--- src/exec_pkg.sv ---
package exec_pkg;

    localparam int DATA_W = 8;
    localparam int PC_W = 11;
    localparam int OP_W = 5;
    localparam int CNT_W = 4;
    localparam int STACK_DEPTH = 6;
    localparam int SP_W = 3;
    localparam int RAM_DEPTH = 64;
    localparam int RAM_AW = 6;
    localparam int CLOCKS_PER_CYCLE = 4;

    // Data space: program counter low byte and the RAM page
    localparam logic [7:0] PCL_ADDR = 8'h06;
    localparam logic [1:0] RAM_PAGE = 2'h1;

    // APB register byte offsets
    localparam logic [11:0] OFF_INSTR = 12'h000;
    localparam logic [11:0] OFF_ACC = 12'h004;
    localparam logic [11:0] OFF_FLAGS = 12'h008;
    localparam logic [11:0] OFF_PC = 12'h00C;
    localparam logic [11:0] OFF_WDT = 12'h010;
    localparam logic [11:0] OFF_MADDR = 12'h014;
    localparam logic [11:0] OFF_MDATA = 12'h018;
    localparam logic [11:0] OFF_STACK = 12'h01C;

    // Instruction word fields
    localparam int INSTR_OP_LSB = 0;
    localparam int INSTR_OPD_LSB = 8;
    localparam int INSTR_JA_LSB = 16;

    // Flag register bit positions
    localparam int FB_C = 0;
    localparam int FB_AC = 1;
    localparam int FB_Z = 2;
    localparam int FB_EMI = 5;
    localparam int FB_WAKE = 10;

    // Reset values
    localparam logic [7:0] ACC_RST = 8'h00;
    localparam logic [PC_W-1:0] PC_RST = 11'h000;
    localparam logic [7:0] BYTE_ZERO = 8'h00;
    localparam logic [7:0] BYTE_ONE = 8'h01;
    localparam logic [7:0] BYTE_MAX = 8'hFF;

    // Decimal adjust constants
    localparam logic [3:0] BCD_MAX = 4'h9;
    localparam logic [3:0] BCD_ADJ = 4'h6;

    typedef enum logic [OP_W-1:0] {
        OP_NOP = 5'h00,
        OP_PRECLR1 = 5'h01,
        OP_PRECLR2 = 5'h02,
        OP_CPL = 5'h03,
        OP_COMPLEMENT_TO_ACCUMULATOR = 5'h04,
        OP_DAA = 5'h05,
        OP_DEC = 5'h06,
        OP_DECREMENT_TO_ACCUMULATOR = 5'h07,
        OP_INC = 5'h08,
        OP_INCREMENT_TO_ACCUMULATOR = 5'h09,
        OP_HALT = 5'h0A,
        OP_JMP = 5'h0B,
        OP_MOV_AM = 5'h0C,
        OP_MOV_AX = 5'h0D,
        OP_MOV_MA = 5'h0E,
        OP_OR_AM = 5'h0F,
        OP_OR_AX = 5'h10,
        OP_ORM = 5'h11,
        OP_RET = 5'h12,
        OP_RET_AX = 5'h13,
        OP_RETURN_FROM_INTERRUPT = 5'h14,
        OP_RL = 5'h15,
        OP_RLA = 5'h16
    } op_t;

    typedef enum logic [1:0] {
        ST_IDLE = 2'h0,
        ST_EXEC = 2'h1,
        ST_HALT = 2'h3
    } exec_state_t;

endpackage

--- src/exec_unit.sv ---
// Overview of operation
// - Both preclears executed: watchdog zeroed, sleep cleared, timeout cleared unless the watchdog wraps in that clock
// - One preclear alone only records itself; watchdog keeps counting, sleep and timeout not cleared
// - Complement memory: byte becomes its ones complement, zero flag updated
// - Complement to accumulator: memory kept, zero flag updated
// - Decimal adjust low nibble plus 6 if above 9 or half carry
// - High nibble plus carry-in; above 9 or carry adds 6, sets carry
// - Decimal adjust result goes to memory; only carry may change
// - Decrement to memory or accumulator; only zero flag updated
// - Increment to memory or accumulator; only zero flag updated
// - Halt: pc plus one, stop, watchdog cleared, sleep set, timeout cleared unless the watchdog wraps in that clock
// - Jump loads pc from the instruction address, no flags
// - Move immediate loads accumulator with constant, no flags
// - Move from memory copies byte to accumulator, no flags
// - Move to memory copies accumulator to byte, no flags
// - No-operation only advances the program counter by one
// - OR forms combine accumulator with byte or constant, zero flag only
// - Return pops pc from the stack, takes two instruction cycles
// - Return with constant pops pc and loads accumulator
// - Return from interrupt pops pc and sets the master interrupt enable
// - Rotate left memory: bit 7 wraps to bit 0, no flags
// - Rotate left to accumulator: memory and flags unchanged
// - Writing the pc low byte adds one instruction cycle of four clocks
//
// The APB register port and the register offsets were decided locally.
module exec_unit import exec_pkg::*; (
    input wire logic pclk,
    input wire logic presetn,
    input wire logic psel,
    input wire logic penable,
    input wire logic pwrite,
    input wire logic [11:0] paddr,
    input wire logic [31:0] pwdata,
    output logic [31:0] prdata,
    output logic pready,
    output logic pslverr,
    output logic master_irq_enable,
    output logic sleep_flag,
    output logic timeout_flag,
    output logic cpu_halted
);

    exec_state_t state_q;
    logic [OP_W-1:0] ir_op_q;
    logic [7:0] ir_opd_q;
    logic [PC_W-1:0] ir_ja_q;
    logic [CNT_W-1:0] cnt_q;
    logic [7:0] acc_q;
    logic [PC_W-1:0] pc_q;
    logic c_q, ac_q, z_q, to_q, sleep_q, emi_q, pre1_q, pre2_q;
    logic [7:0] wdt_q, presc_q, maddr_q;
    logic [7:0] ram_q [RAM_DEPTH];
    logic [PC_W-1:0] stack_q [STACK_DEPTH];
    logic [SP_W-1:0] sp_q;
    logic [31:0] prdata_q;

    logic busy_w, halted_w, access_w, hit_w, err_w, wr_w, start_w, commit_w;
    logic ir_is_pcl, ir_is_ram, ma_is_pcl, ma_is_ram, stack_full_w;
    logic [7:0] src_w, mdata_w;
    logic [SP_W-1:0] top_w;
    logic [OP_W-1:0] new_op_w;
    logic new_ret_w, new_pcl_w;
    logic [CNT_W-1:0] len_w;

    logic [7:0] res_w;
    logic to_acc_w, to_mem_w, upd_z_w, pop_w, set_emi_w, c_n_w;
    logic [PC_W-1:0] new_pc_w;
    logic [4:0] lo_sum_w, hi_sum_w;
    logic ac1_w, daa_c_w;
    logic [3:0] hi_res_w;
    logic wdt_wrap_w, pair_clear_w;

    function automatic logic op_writes_mem(input logic [OP_W-1:0] op);
        case (op)
            OP_CPL, OP_DAA, OP_DEC, OP_INC, OP_MOV_MA, OP_ORM, OP_RL:
                op_writes_mem = 1'b1;
            default: op_writes_mem = 1'b0;
        endcase
    endfunction

    function automatic logic op_is_ret(input logic [OP_W-1:0] op);
        op_is_ret = (op == OP_RET) || (op == OP_RET_AX) || (op == OP_RETURN_FROM_INTERRUPT);
    endfunction

    assign busy_w = (state_q == ST_EXEC);
    assign halted_w = (state_q == ST_HALT);
    assign commit_w = busy_w && (cnt_q == '0);
    assign access_w = psel && penable;
    assign stack_full_w = (sp_q == SP_W'(STACK_DEPTH));
    assign top_w = (sp_q == '0) ? '0 : sp_q - SP_W'(1);

    // APB decode: zero wait states, writes refused while executing
    always_comb begin
        case (paddr)
            OFF_INSTR, OFF_ACC, OFF_FLAGS, OFF_PC, OFF_WDT, OFF_MADDR,
            OFF_MDATA, OFF_STACK: hit_w = 1'b1;
            default: hit_w = 1'b0;
        endcase
        err_w = !hit_w;
        if (pwrite && (busy_w || paddr == OFF_WDT)) begin
            err_w = 1'b1;
        end
        if (pwrite && paddr == OFF_INSTR && halted_w) begin
            err_w = 1'b1;
        end
        if (pwrite && paddr == OFF_STACK && stack_full_w) begin
            err_w = 1'b1;
        end
    end

    assign wr_w = access_w && pwrite && !err_w;
    assign start_w = wr_w && (paddr == OFF_INSTR);
    assign pready = 1'b1;
    assign pslverr = access_w && err_w;
    assign prdata = prdata_q;
    assign master_irq_enable = emi_q;
    assign sleep_flag = sleep_q;
    assign timeout_flag = to_q;
    assign cpu_halted = halted_w;

    // Data space read for the instruction operand and the software window
    assign ir_is_pcl = (ir_opd_q == PCL_ADDR);
    assign ir_is_ram = (ir_opd_q[7:6] == RAM_PAGE);
    assign ma_is_pcl = (maddr_q == PCL_ADDR);
    assign ma_is_ram = (maddr_q[7:6] == RAM_PAGE);
    assign src_w = ir_is_pcl ? pc_q[7:0] :
                   ir_is_ram ? ram_q[ir_opd_q[RAM_AW-1:0]] : BYTE_ZERO;
    assign mdata_w = ma_is_pcl ? pc_q[7:0] :
                     ma_is_ram ? ram_q[maddr_q[RAM_AW-1:0]] : BYTE_ZERO;

    // Instruction length in clocks minus one, fixed when the instruction is taken
    assign new_op_w = pwdata[INSTR_OP_LSB +: OP_W];
    assign new_ret_w = op_is_ret(new_op_w);
    assign new_pcl_w = op_writes_mem(new_op_w) &&
                       (pwdata[INSTR_OPD_LSB +: 8] == PCL_ADDR);
    assign len_w = CNT_W'(CLOCKS_PER_CYCLE *
                   (1 + int'(new_ret_w) + int'(new_pcl_w)) - 1);

    always_ff @(posedge pclk or negedge presetn) begin
        if (!presetn) begin
            state_q <= ST_IDLE;
            cnt_q <= '0;
        end else begin
            case (state_q)
                ST_IDLE: begin
                    if (start_w) begin
                        state_q <= ST_EXEC;
                        cnt_q <= len_w;
                    end
                end
                ST_EXEC: begin
                    if (commit_w) begin
                        state_q <= (ir_op_q == OP_HALT) ? ST_HALT
                                                        : ST_IDLE;
                    end else begin
                        cnt_q <= cnt_q - CNT_W'(1);
                    end
                end
                ST_HALT: begin
                    if (wr_w && paddr == OFF_FLAGS && pwdata[FB_WAKE]) begin
                        state_q <= ST_IDLE;
                    end
                end
                default: state_q <= ST_IDLE;
            endcase
        end
    end

    always_ff @(posedge pclk or negedge presetn) begin
        if (!presetn) begin
            ir_op_q <= OP_NOP;
            ir_opd_q <= BYTE_ZERO;
            ir_ja_q <= PC_RST;
        end else if (start_w) begin
            ir_op_q <= new_op_w;
            ir_opd_q <= pwdata[INSTR_OPD_LSB +: 8];
            ir_ja_q <= pwdata[INSTR_JA_LSB +: PC_W];
        end
    end

    // Decimal adjust datapath
    always_comb begin
        if (acc_q[3:0] > BCD_MAX || ac_q) begin
            lo_sum_w = {1'b0, acc_q[3:0]} + {1'b0, BCD_ADJ};
            ac1_w = !ac_q;
        end else begin
            lo_sum_w = {1'b0, acc_q[3:0]};
            ac1_w = 1'b0;
        end
        hi_sum_w = {1'b0, acc_q[7:4]} + {4'h0, ac1_w};
        if (hi_sum_w > {1'b0, BCD_MAX} || c_q) begin
            hi_res_w = hi_sum_w[3:0] + BCD_ADJ;
            daa_c_w = 1'b1;
        end else begin
            hi_res_w = hi_sum_w[3:0];
            daa_c_w = c_q;
        end
    end

    // Execute datapath, applied at the commit clock
    always_comb begin
        res_w = acc_q;
        to_acc_w = 1'b0;
        to_mem_w = 1'b0;
        upd_z_w = 1'b0;
        pop_w = 1'b0;
        set_emi_w = 1'b0;
        c_n_w = c_q;
        new_pc_w = pc_q + PC_W'(1);
        case (ir_op_q)
            OP_CPL: begin
                res_w = ~src_w;
                to_mem_w = 1'b1;
                upd_z_w = 1'b1;
            end
            OP_COMPLEMENT_TO_ACCUMULATOR: begin
                res_w = ~src_w;
                to_acc_w = 1'b1;
                upd_z_w = 1'b1;
            end
            OP_DAA: begin
                res_w = {hi_res_w, lo_sum_w[3:0]};
                to_mem_w = 1'b1;
                c_n_w = daa_c_w;
            end
            OP_DEC, OP_DECREMENT_TO_ACCUMULATOR: begin
                res_w = src_w - BYTE_ONE;
                to_mem_w = (ir_op_q == OP_DEC);
                to_acc_w = (ir_op_q == OP_DECREMENT_TO_ACCUMULATOR);
                upd_z_w = 1'b1;
            end
            OP_INC, OP_INCREMENT_TO_ACCUMULATOR: begin
                res_w = src_w + BYTE_ONE;
                to_mem_w = (ir_op_q == OP_INC);
                to_acc_w = (ir_op_q == OP_INCREMENT_TO_ACCUMULATOR);
                upd_z_w = 1'b1;
            end
            OP_JMP: new_pc_w = ir_ja_q;
            OP_MOV_AM: begin
                res_w = src_w;
                to_acc_w = 1'b1;
            end
            OP_MOV_AX: begin
                res_w = ir_opd_q;
                to_acc_w = 1'b1;
            end
            OP_MOV_MA: begin
                res_w = acc_q;
                to_mem_w = 1'b1;
            end
            OP_OR_AM, OP_ORM: begin
                res_w = acc_q | src_w;
                to_acc_w = (ir_op_q == OP_OR_AM);
                to_mem_w = (ir_op_q == OP_ORM);
                upd_z_w = 1'b1;
            end
            OP_OR_AX: begin
                res_w = acc_q | ir_opd_q;
                to_acc_w = 1'b1;
                upd_z_w = 1'b1;
            end
            OP_RET, OP_RET_AX, OP_RETURN_FROM_INTERRUPT: begin
                new_pc_w = stack_q[top_w];
                pop_w = 1'b1;
                res_w = ir_opd_q;
                to_acc_w = (ir_op_q == OP_RET_AX);
                set_emi_w = (ir_op_q == OP_RETURN_FROM_INTERRUPT);
            end
            OP_RL, OP_RLA: begin
                res_w = {src_w[6:0], src_w[7]};
                to_mem_w = (ir_op_q == OP_RL);
                to_acc_w = (ir_op_q == OP_RLA);
            end
            default: res_w = acc_q;
        endcase
    end

    always_ff @(posedge pclk or negedge presetn) begin
        if (!presetn) begin
            acc_q <= ACC_RST;
        end else if (commit_w && to_acc_w) begin
            acc_q <= res_w;
        end else if (wr_w && paddr == OFF_ACC) begin
            acc_q <= pwdata[7:0];
        end
    end

    always_ff @(posedge pclk or negedge presetn) begin
        if (!presetn) begin
            c_q <= 1'b0;
            ac_q <= 1'b0;
            z_q <= 1'b0;
            emi_q <= 1'b0;
        end else if (commit_w) begin
            c_q <= c_n_w;
            if (upd_z_w) begin
                z_q <= (res_w == BYTE_ZERO);
            end
            if (set_emi_w) begin
                emi_q <= 1'b1;
            end
        end else if (wr_w && paddr == OFF_FLAGS) begin
            c_q <= pwdata[FB_C];
            ac_q <= pwdata[FB_AC];
            z_q <= pwdata[FB_Z];
            emi_q <= pwdata[FB_EMI];
        end
    end

    // Watchdog count, timeout and sleep flags, preclear pairing
    assign wdt_wrap_w = !halted_w && presc_q == BYTE_MAX && wdt_q == BYTE_MAX;
    assign pair_clear_w = commit_w &&
        ((ir_op_q == OP_PRECLR1 && pre2_q) ||
         (ir_op_q == OP_PRECLR2 && pre1_q));

    always_ff @(posedge pclk or negedge presetn) begin
        if (!presetn) begin
            wdt_q <= BYTE_ZERO;
            presc_q <= BYTE_ZERO;
            to_q <= 1'b0;
            sleep_q <= 1'b0;
            pre1_q <= 1'b0;
            pre2_q <= 1'b0;
        end else if (pair_clear_w || (commit_w && ir_op_q == OP_HALT)) begin
            wdt_q <= BYTE_ZERO;
            presc_q <= BYTE_ZERO;
            to_q <= wdt_wrap_w;
            sleep_q <= (ir_op_q == OP_HALT);
            pre1_q <= 1'b0;
            pre2_q <= 1'b0;
        end else begin
            if (commit_w && ir_op_q == OP_PRECLR1) begin
                pre1_q <= 1'b1;
            end
            if (commit_w && ir_op_q == OP_PRECLR2) begin
                pre2_q <= 1'b1;
            end
            if (!halted_w) begin
                presc_q <= presc_q + BYTE_ONE;
                if (presc_q == BYTE_MAX) begin
                    wdt_q <= wdt_q + BYTE_ONE;
                end
            end
            if (wdt_wrap_w) begin
                to_q <= 1'b1;
            end
        end
    end

    always_ff @(posedge pclk or negedge presetn) begin
        if (!presetn) begin
            pc_q <= PC_RST;
        end else if (commit_w && to_mem_w && ir_is_pcl) begin
            pc_q <= {pc_q[PC_W-1:8], res_w};
        end else if (commit_w) begin
            pc_q <= new_pc_w;
        end else if (wr_w && paddr == OFF_PC) begin
            pc_q <= pwdata[PC_W-1:0];
        end else if (wr_w && paddr == OFF_MDATA && ma_is_pcl) begin
            pc_q <= {pc_q[PC_W-1:8], pwdata[7:0]};
        end
    end

    generate
        for (genvar i = 0; i < RAM_DEPTH; i++) begin : g_ram
            always_ff @(posedge pclk or negedge presetn) begin
                if (!presetn) begin
                    ram_q[i] <= BYTE_ZERO;
                end else if (commit_w && to_mem_w && ir_is_ram &&
                             ir_opd_q[RAM_AW-1:0] == RAM_AW'(i)) begin
                    ram_q[i] <= res_w;
                end else if (wr_w && paddr == OFF_MDATA && ma_is_ram &&
                             maddr_q[RAM_AW-1:0] == RAM_AW'(i)) begin
                    ram_q[i] <= pwdata[7:0];
                end
            end
        end
    endgenerate

    always_ff @(posedge pclk or negedge presetn) begin
        if (!presetn) begin
            sp_q <= '0;
            for (int k = 0; k < STACK_DEPTH; k++) begin
                stack_q[k] <= PC_RST;
            end
        end else if (commit_w && pop_w) begin
            sp_q <= top_w;
        end else if (wr_w && paddr == OFF_STACK) begin
            stack_q[sp_q] <= pwdata[PC_W-1:0];
            sp_q <= sp_q + SP_W'(1);
        end
    end

    always_ff @(posedge pclk or negedge presetn) begin
        if (!presetn) begin
            maddr_q <= BYTE_ZERO;
        end else if (wr_w && paddr == OFF_MADDR) begin
            maddr_q <= pwdata[7:0];
        end
    end

    // Read data is captured in the setup cycle
    always_ff @(posedge pclk or negedge presetn) begin
        if (!presetn) begin
            prdata_q <= '0;
        end else if (psel && !penable) begin
            case (paddr)
                OFF_INSTR: prdata_q <= {5'h00, ir_ja_q, ir_opd_q, 3'h0,
                    ir_op_q};
                OFF_ACC: prdata_q <= {24'h000000, acc_q};
                OFF_FLAGS: prdata_q <= {21'h000000, 1'b0, halted_w, busy_w,
                    pre2_q, pre1_q, emi_q, sleep_q, to_q, z_q, ac_q, c_q};
                OFF_PC: prdata_q <= {21'h000000, pc_q};
                OFF_WDT: prdata_q <= {24'h000000, wdt_q};
                OFF_MADDR: prdata_q <= {24'h000000, maddr_q};
                OFF_MDATA: prdata_q <= {24'h000000, mdata_w};
                OFF_STACK: prdata_q <= {29'h00000000, sp_q};
                default: prdata_q <= '0;
            endcase
        end
    end
endmodule // exec_unit

--- config.mk ---
export PLATFORM = sky130hd
export DESIGN_NAME = exec_unit
export DESIGN_NICKNAME = d
export VERILOG_FILES = /design/src/exec_pkg.sv /design/src/exec_unit.sv
export SDC_FILE = /design/constraint.sdc
export NUM_CORES = 2
export LEC_CHECK = 0
export BUFFER_PORTS_ARGS = -buffer_cell sky130_fd_sc_hd__buf_4
export CAP_MARGIN = 20
export CELL_PAD_IN_SITES_DETAIL_PLACEMENT = 1
export CELL_PAD_IN_SITES_GLOBAL_PLACEMENT = 2
export CORE_MARGIN = 2
export CORE_UTILIZATION = 35
export CTS_CLUSTER_SIZE = 12
export DETAILED_ROUTE_END_ITERATION = 10
export PLACE_DENSITY = 0.65
export SYNTH_ARGS = -nofsm -noshare
export SYNTH_HDL_FRONTEND = slang
export SYNTH_SLANG_ARGS = --single-unit
export TNS_END_PERCENT = 100
--- constraint.sdc ---
create_clock -name pclk -period 8.41 [get_ports pclk]
set_input_delay 1.682 -clock pclk [delete_from_list [all_inputs] [get_ports pclk]]
set_output_delay 1.682 -clock pclk [all_outputs]
set_load 0.03 [all_outputs]
==> reports/results.tsv <==
stage	metric	value	unit
synth	Post-synth EDFFs	0	
setup_path	crit path max fanout	25	
synth	Post-Syn Area per Cell	11.1	um2
die	Die H	356	um
global_routing	GRT met1 Usage	38.6	%
clocking	Max Buffers Root-to-Sink	3	
power	Max VDD drop	0.242	mV
die	Core Box Area	123000	um2
synth	synth top area cells	dfrtp_1 40%, mux4_2 15%, mux2i_1 13%	
synth	share of the synthesized area in the top cell type	39.7	%
sta	Hold WS	0.476	ns
clocking	Clock Pin Slew Worst Setup and Hold Paths	0.06	ns
placed_design	number of port buffers	75	
synth	Main synth FF type	dfrtp_1	
cells_and_area	Area Growth Syn to Fin	11.3	%
die	initial core utilization	35.2	%
clocking	CTS sink cnt	689	
global_routing	met2 Resource Use GR	42.4	%
power	final total power	7.49	mW
sta	Slew HR	14.5	%
synth	register area share after synthesis	39.7	%
setup_path	Reg-to-Reg Start	ir_opd_q[2]	
min_path	Hold Startpoint	prdata[17]	
clocking	# hold bufs at CTS	0	
global_routing	vias in the first global route	33600	
die	row count	129	
clocking	CTS tree	done	
routing	post-route ant nets	0	
clocking	CTS Buf Count	87	
setup_path	Setup CP Type	flip-flop to flip-flop	
die	die span in x	356	um
setup_path	Critical Path RT	9.02	ns
cells_and_area	filler cell count	13300	
synth	Mapped Cells	3916	
routing	WL final	175	mm
routing	# DRC	0	
synth	Synth Register Bits	689	
sta	skew final	0.0579	ns
sta	count of pins over their slew limit	0	
global_routing	GR Overflow Total	0	
clocking	post-CTS setup buffer count	0	
global_routing	busiest grt layer	met2	
sta	setup_tns	0	ns
status	status	finished, final reports clean	
clocking	clock root cell	clkbuf_16	
synth	asr flop ratio synth	100	%
clocking	post_cts resized	0	
global_routing	initial antenna violation count	8	
min_path	hold path depth	2	
sta	min Tclk post-route	6.36	ns
sta	Slew @ Worst Pin	1.28	ns
setup_path	Reg2Reg Depth	18	
routing	DR iter-0 viols	3086	
cells_and_area	ratio of cells with drive above 1 in the final layout	24.5	%
setup_path	CP Capture Type	flip-flop	
setup_path	CP Launch Type	flip-flop	
min_path	Hold Crit Class	flip-flop to flip-flop	
routing	routed wire length per instance	31.8	um
global_routing	Total GRT Usage	27.6	%
routing	vias after detailed routing	33300	
clocking	# H-tree levels	3	
synth	count leader, synth	dfrtp_1	
setup_path	R2R Setup Slk	2.05	ns
global_routing	met3 Track Usage GR	4.87	%
cells_and_area	storage element area	17300	um2
setup_path	reg2reg end	ram_q[462]	
routing	Via density	6.04	
die	die area	127000	um2
setup_path	most used cell, CP	buf_4	
synth	Post-synth top cells	689 x dfrtp_1, 557 x mux2i_1, 362 x nand2_1	
placed_design	placed insts	5340	
run	max_cap viols	0	
setup_path	worst-path cell chain	buf_4 -> nor2b_1 -> buf_4 -> a22o_1 -> a221oi_1 -> o22ai_1 -> a221o_1 -> inv_1 -> fa_1 -> nand2b_1 -> a21oi_1 -> o21a_1 -> nor2_1 -> xnor2_1 -> a221o_1 -> o32a_2 -> buf_4 -> mux2_2	
sta	maximum clock frequency	0.157	GHz
global_routing	largest net degree at the start of global routing	165	
cells_and_area	fin cells	5506	
setup_path	Worst path slowest cell	dfrtp_2	
power	static leakage	18.5	nW
min_path	Hold Path End	prdata[17]	
synth	cell taking the most area after synthesis	dfrtp_1	
setup_path	WP data arrival	6.97	ns
clocking	clk_lat worst skew	0.74	ns
sta	fin crit share	75.6	%
routing	DRT Pass-1 Iters	5	
synth	Syn. warnings	0	
placed_design	Final GP Congestion	0.872	
cells_and_area	NumNets Final	3862	
synth	library cells used by synthesis	80	
sta	Setup Viol. Count Final	0	
placed_design	Detailed Place HPWL	114	mm
die	IO Pins	87	
synth	Syn Std Cell Area	43400	um2
sta	final hold vios	0	
power	pwr dens	155	nW/um2
setup_path	CP peak stage delay	0.73	ns
cells_and_area	area of the multi-input gates	24600	um2
global_routing	global-route wire length before repair	255	mm
sta	RSZ-0062 raised after global routing	false	
## through the flow
step	worst slack (ns)	instance area, um2	utilization (%)
detailed placement	2.21	45300	36.7
global route	1.73	48300	39.2
CTS	2.20	48300	39.2
global placement	2.19	45300	36.7
floorplan	3.46	43500	-
finish	2.05	48400	39.2
## cell type report
class                      instances  share of cell area (%)
tap                             1637                    4.24
multi-input combinational       2824                    50.9
clock buffer                     137                    5.47
timing repair buffer             159                    2.72
antenna                            5                  0.0259
sequential                       689                    35.7
inverter                          31                   0.241
clock inverter                    24                   0.730
## cell families (layout without fill, tap and decap cells)
group / count (synthesis) / count (layout) / share of synthesized area, %
muxes: 1114 / 1114 / 34.7
DFF: 689 / 689 / 39.7
xor gates and xnor gates: 30 / 30 / 0.605
adders and majority gates: 21 / 21 / 0.622
AOI/OAI and AO/OA: 700 / 700 / 9.58
buffers and inverters: 407 / 351 / 4.05
other: 2 / 11 / 0.0173
and+or+nand+nor: 953 / 953 / 10.8
## registers in the layout, summed over array words and instances, names as in the netlist
signal and cells:
cnt_q 4, stack_q 66, c_q 1, pre2_q 1, sp_q 3, maddr_q 8
ir_ja_q 11, ir_opd_q 8, wdt_q 8, ram_q 512, pc_q 11, pre1_q 1
ir_op_q 5, ac_q 1, timeout_flag 1, acc_q 8, presc_q 8, master_irq_enable 1
prdata 27, z_q 1, sleep_flag 1, state_q 2
## critical path: cells and delay by family, from the launching register on
family / cells / cell delay (ns)
AO/OA/AOI/OAI: 8 / 2.45
buffers and inverters: 4 / 1.26
AND/OR/NAND/NOR: 3 / 0.96
flip-flops: 1 / 0.73
adder cells (fa/ha/maj): 1 / 0.41
multiplexers: 1 / 0.32
XOR/XNOR: 1 / 0.12
## power by group
group          internal [mW]  switching, mW
clock                   2.32           1.65
combinational         0.0344          0.168
sequential              3.32        0.00378
total                   5.67           1.82
## worst max path at each step
stage | start | to | slack (ns) | cells after the start
final | ir_opd_q[2] | ram_q[462] | 2.05 | 18
after global routing | ir_opd_q[0] | pc_q[6] | 1.73 | 18
after CTS | ir_opd_q[2] | ram_q[462] | 2.20 | 18
after detailed placement | ir_opd_q[0] | ram_q[462] | 2.21 | 16
after global placement | ir_opd_q[2] | ram_q[462] | 2.19 | 18
after floorplan | paddr[7] | pslverr | 3.46 | 6
## placed cells by master (no fill, tap or decap), drive strengths merged, types with 13 or more instances in the layout
cell type  instances
dfrtp            689
mux2i            557
nand2            362
nor2             295
mux4             286
mux2             271
a21oi            261
o21ai            236
buf              159
clkbuf           137
nor3             107
a22oi             51
nand3             50
inv               33
a221oi            23
nand2b            22
nor2b             21
nand4             20
ha                20
a22o              18
xor2              17
clkinv            15
o22ai             13
xnor2             13
or3               13
## per-layer routing
layer	share of wire, %	vias to the layer above
met4	4.0	4
met2	45	1034
met1	45	17600
met3	5.8	300
li1	-	14300
met5	0.019	-
Note: power is estimated with default switching activity, not from simulation.
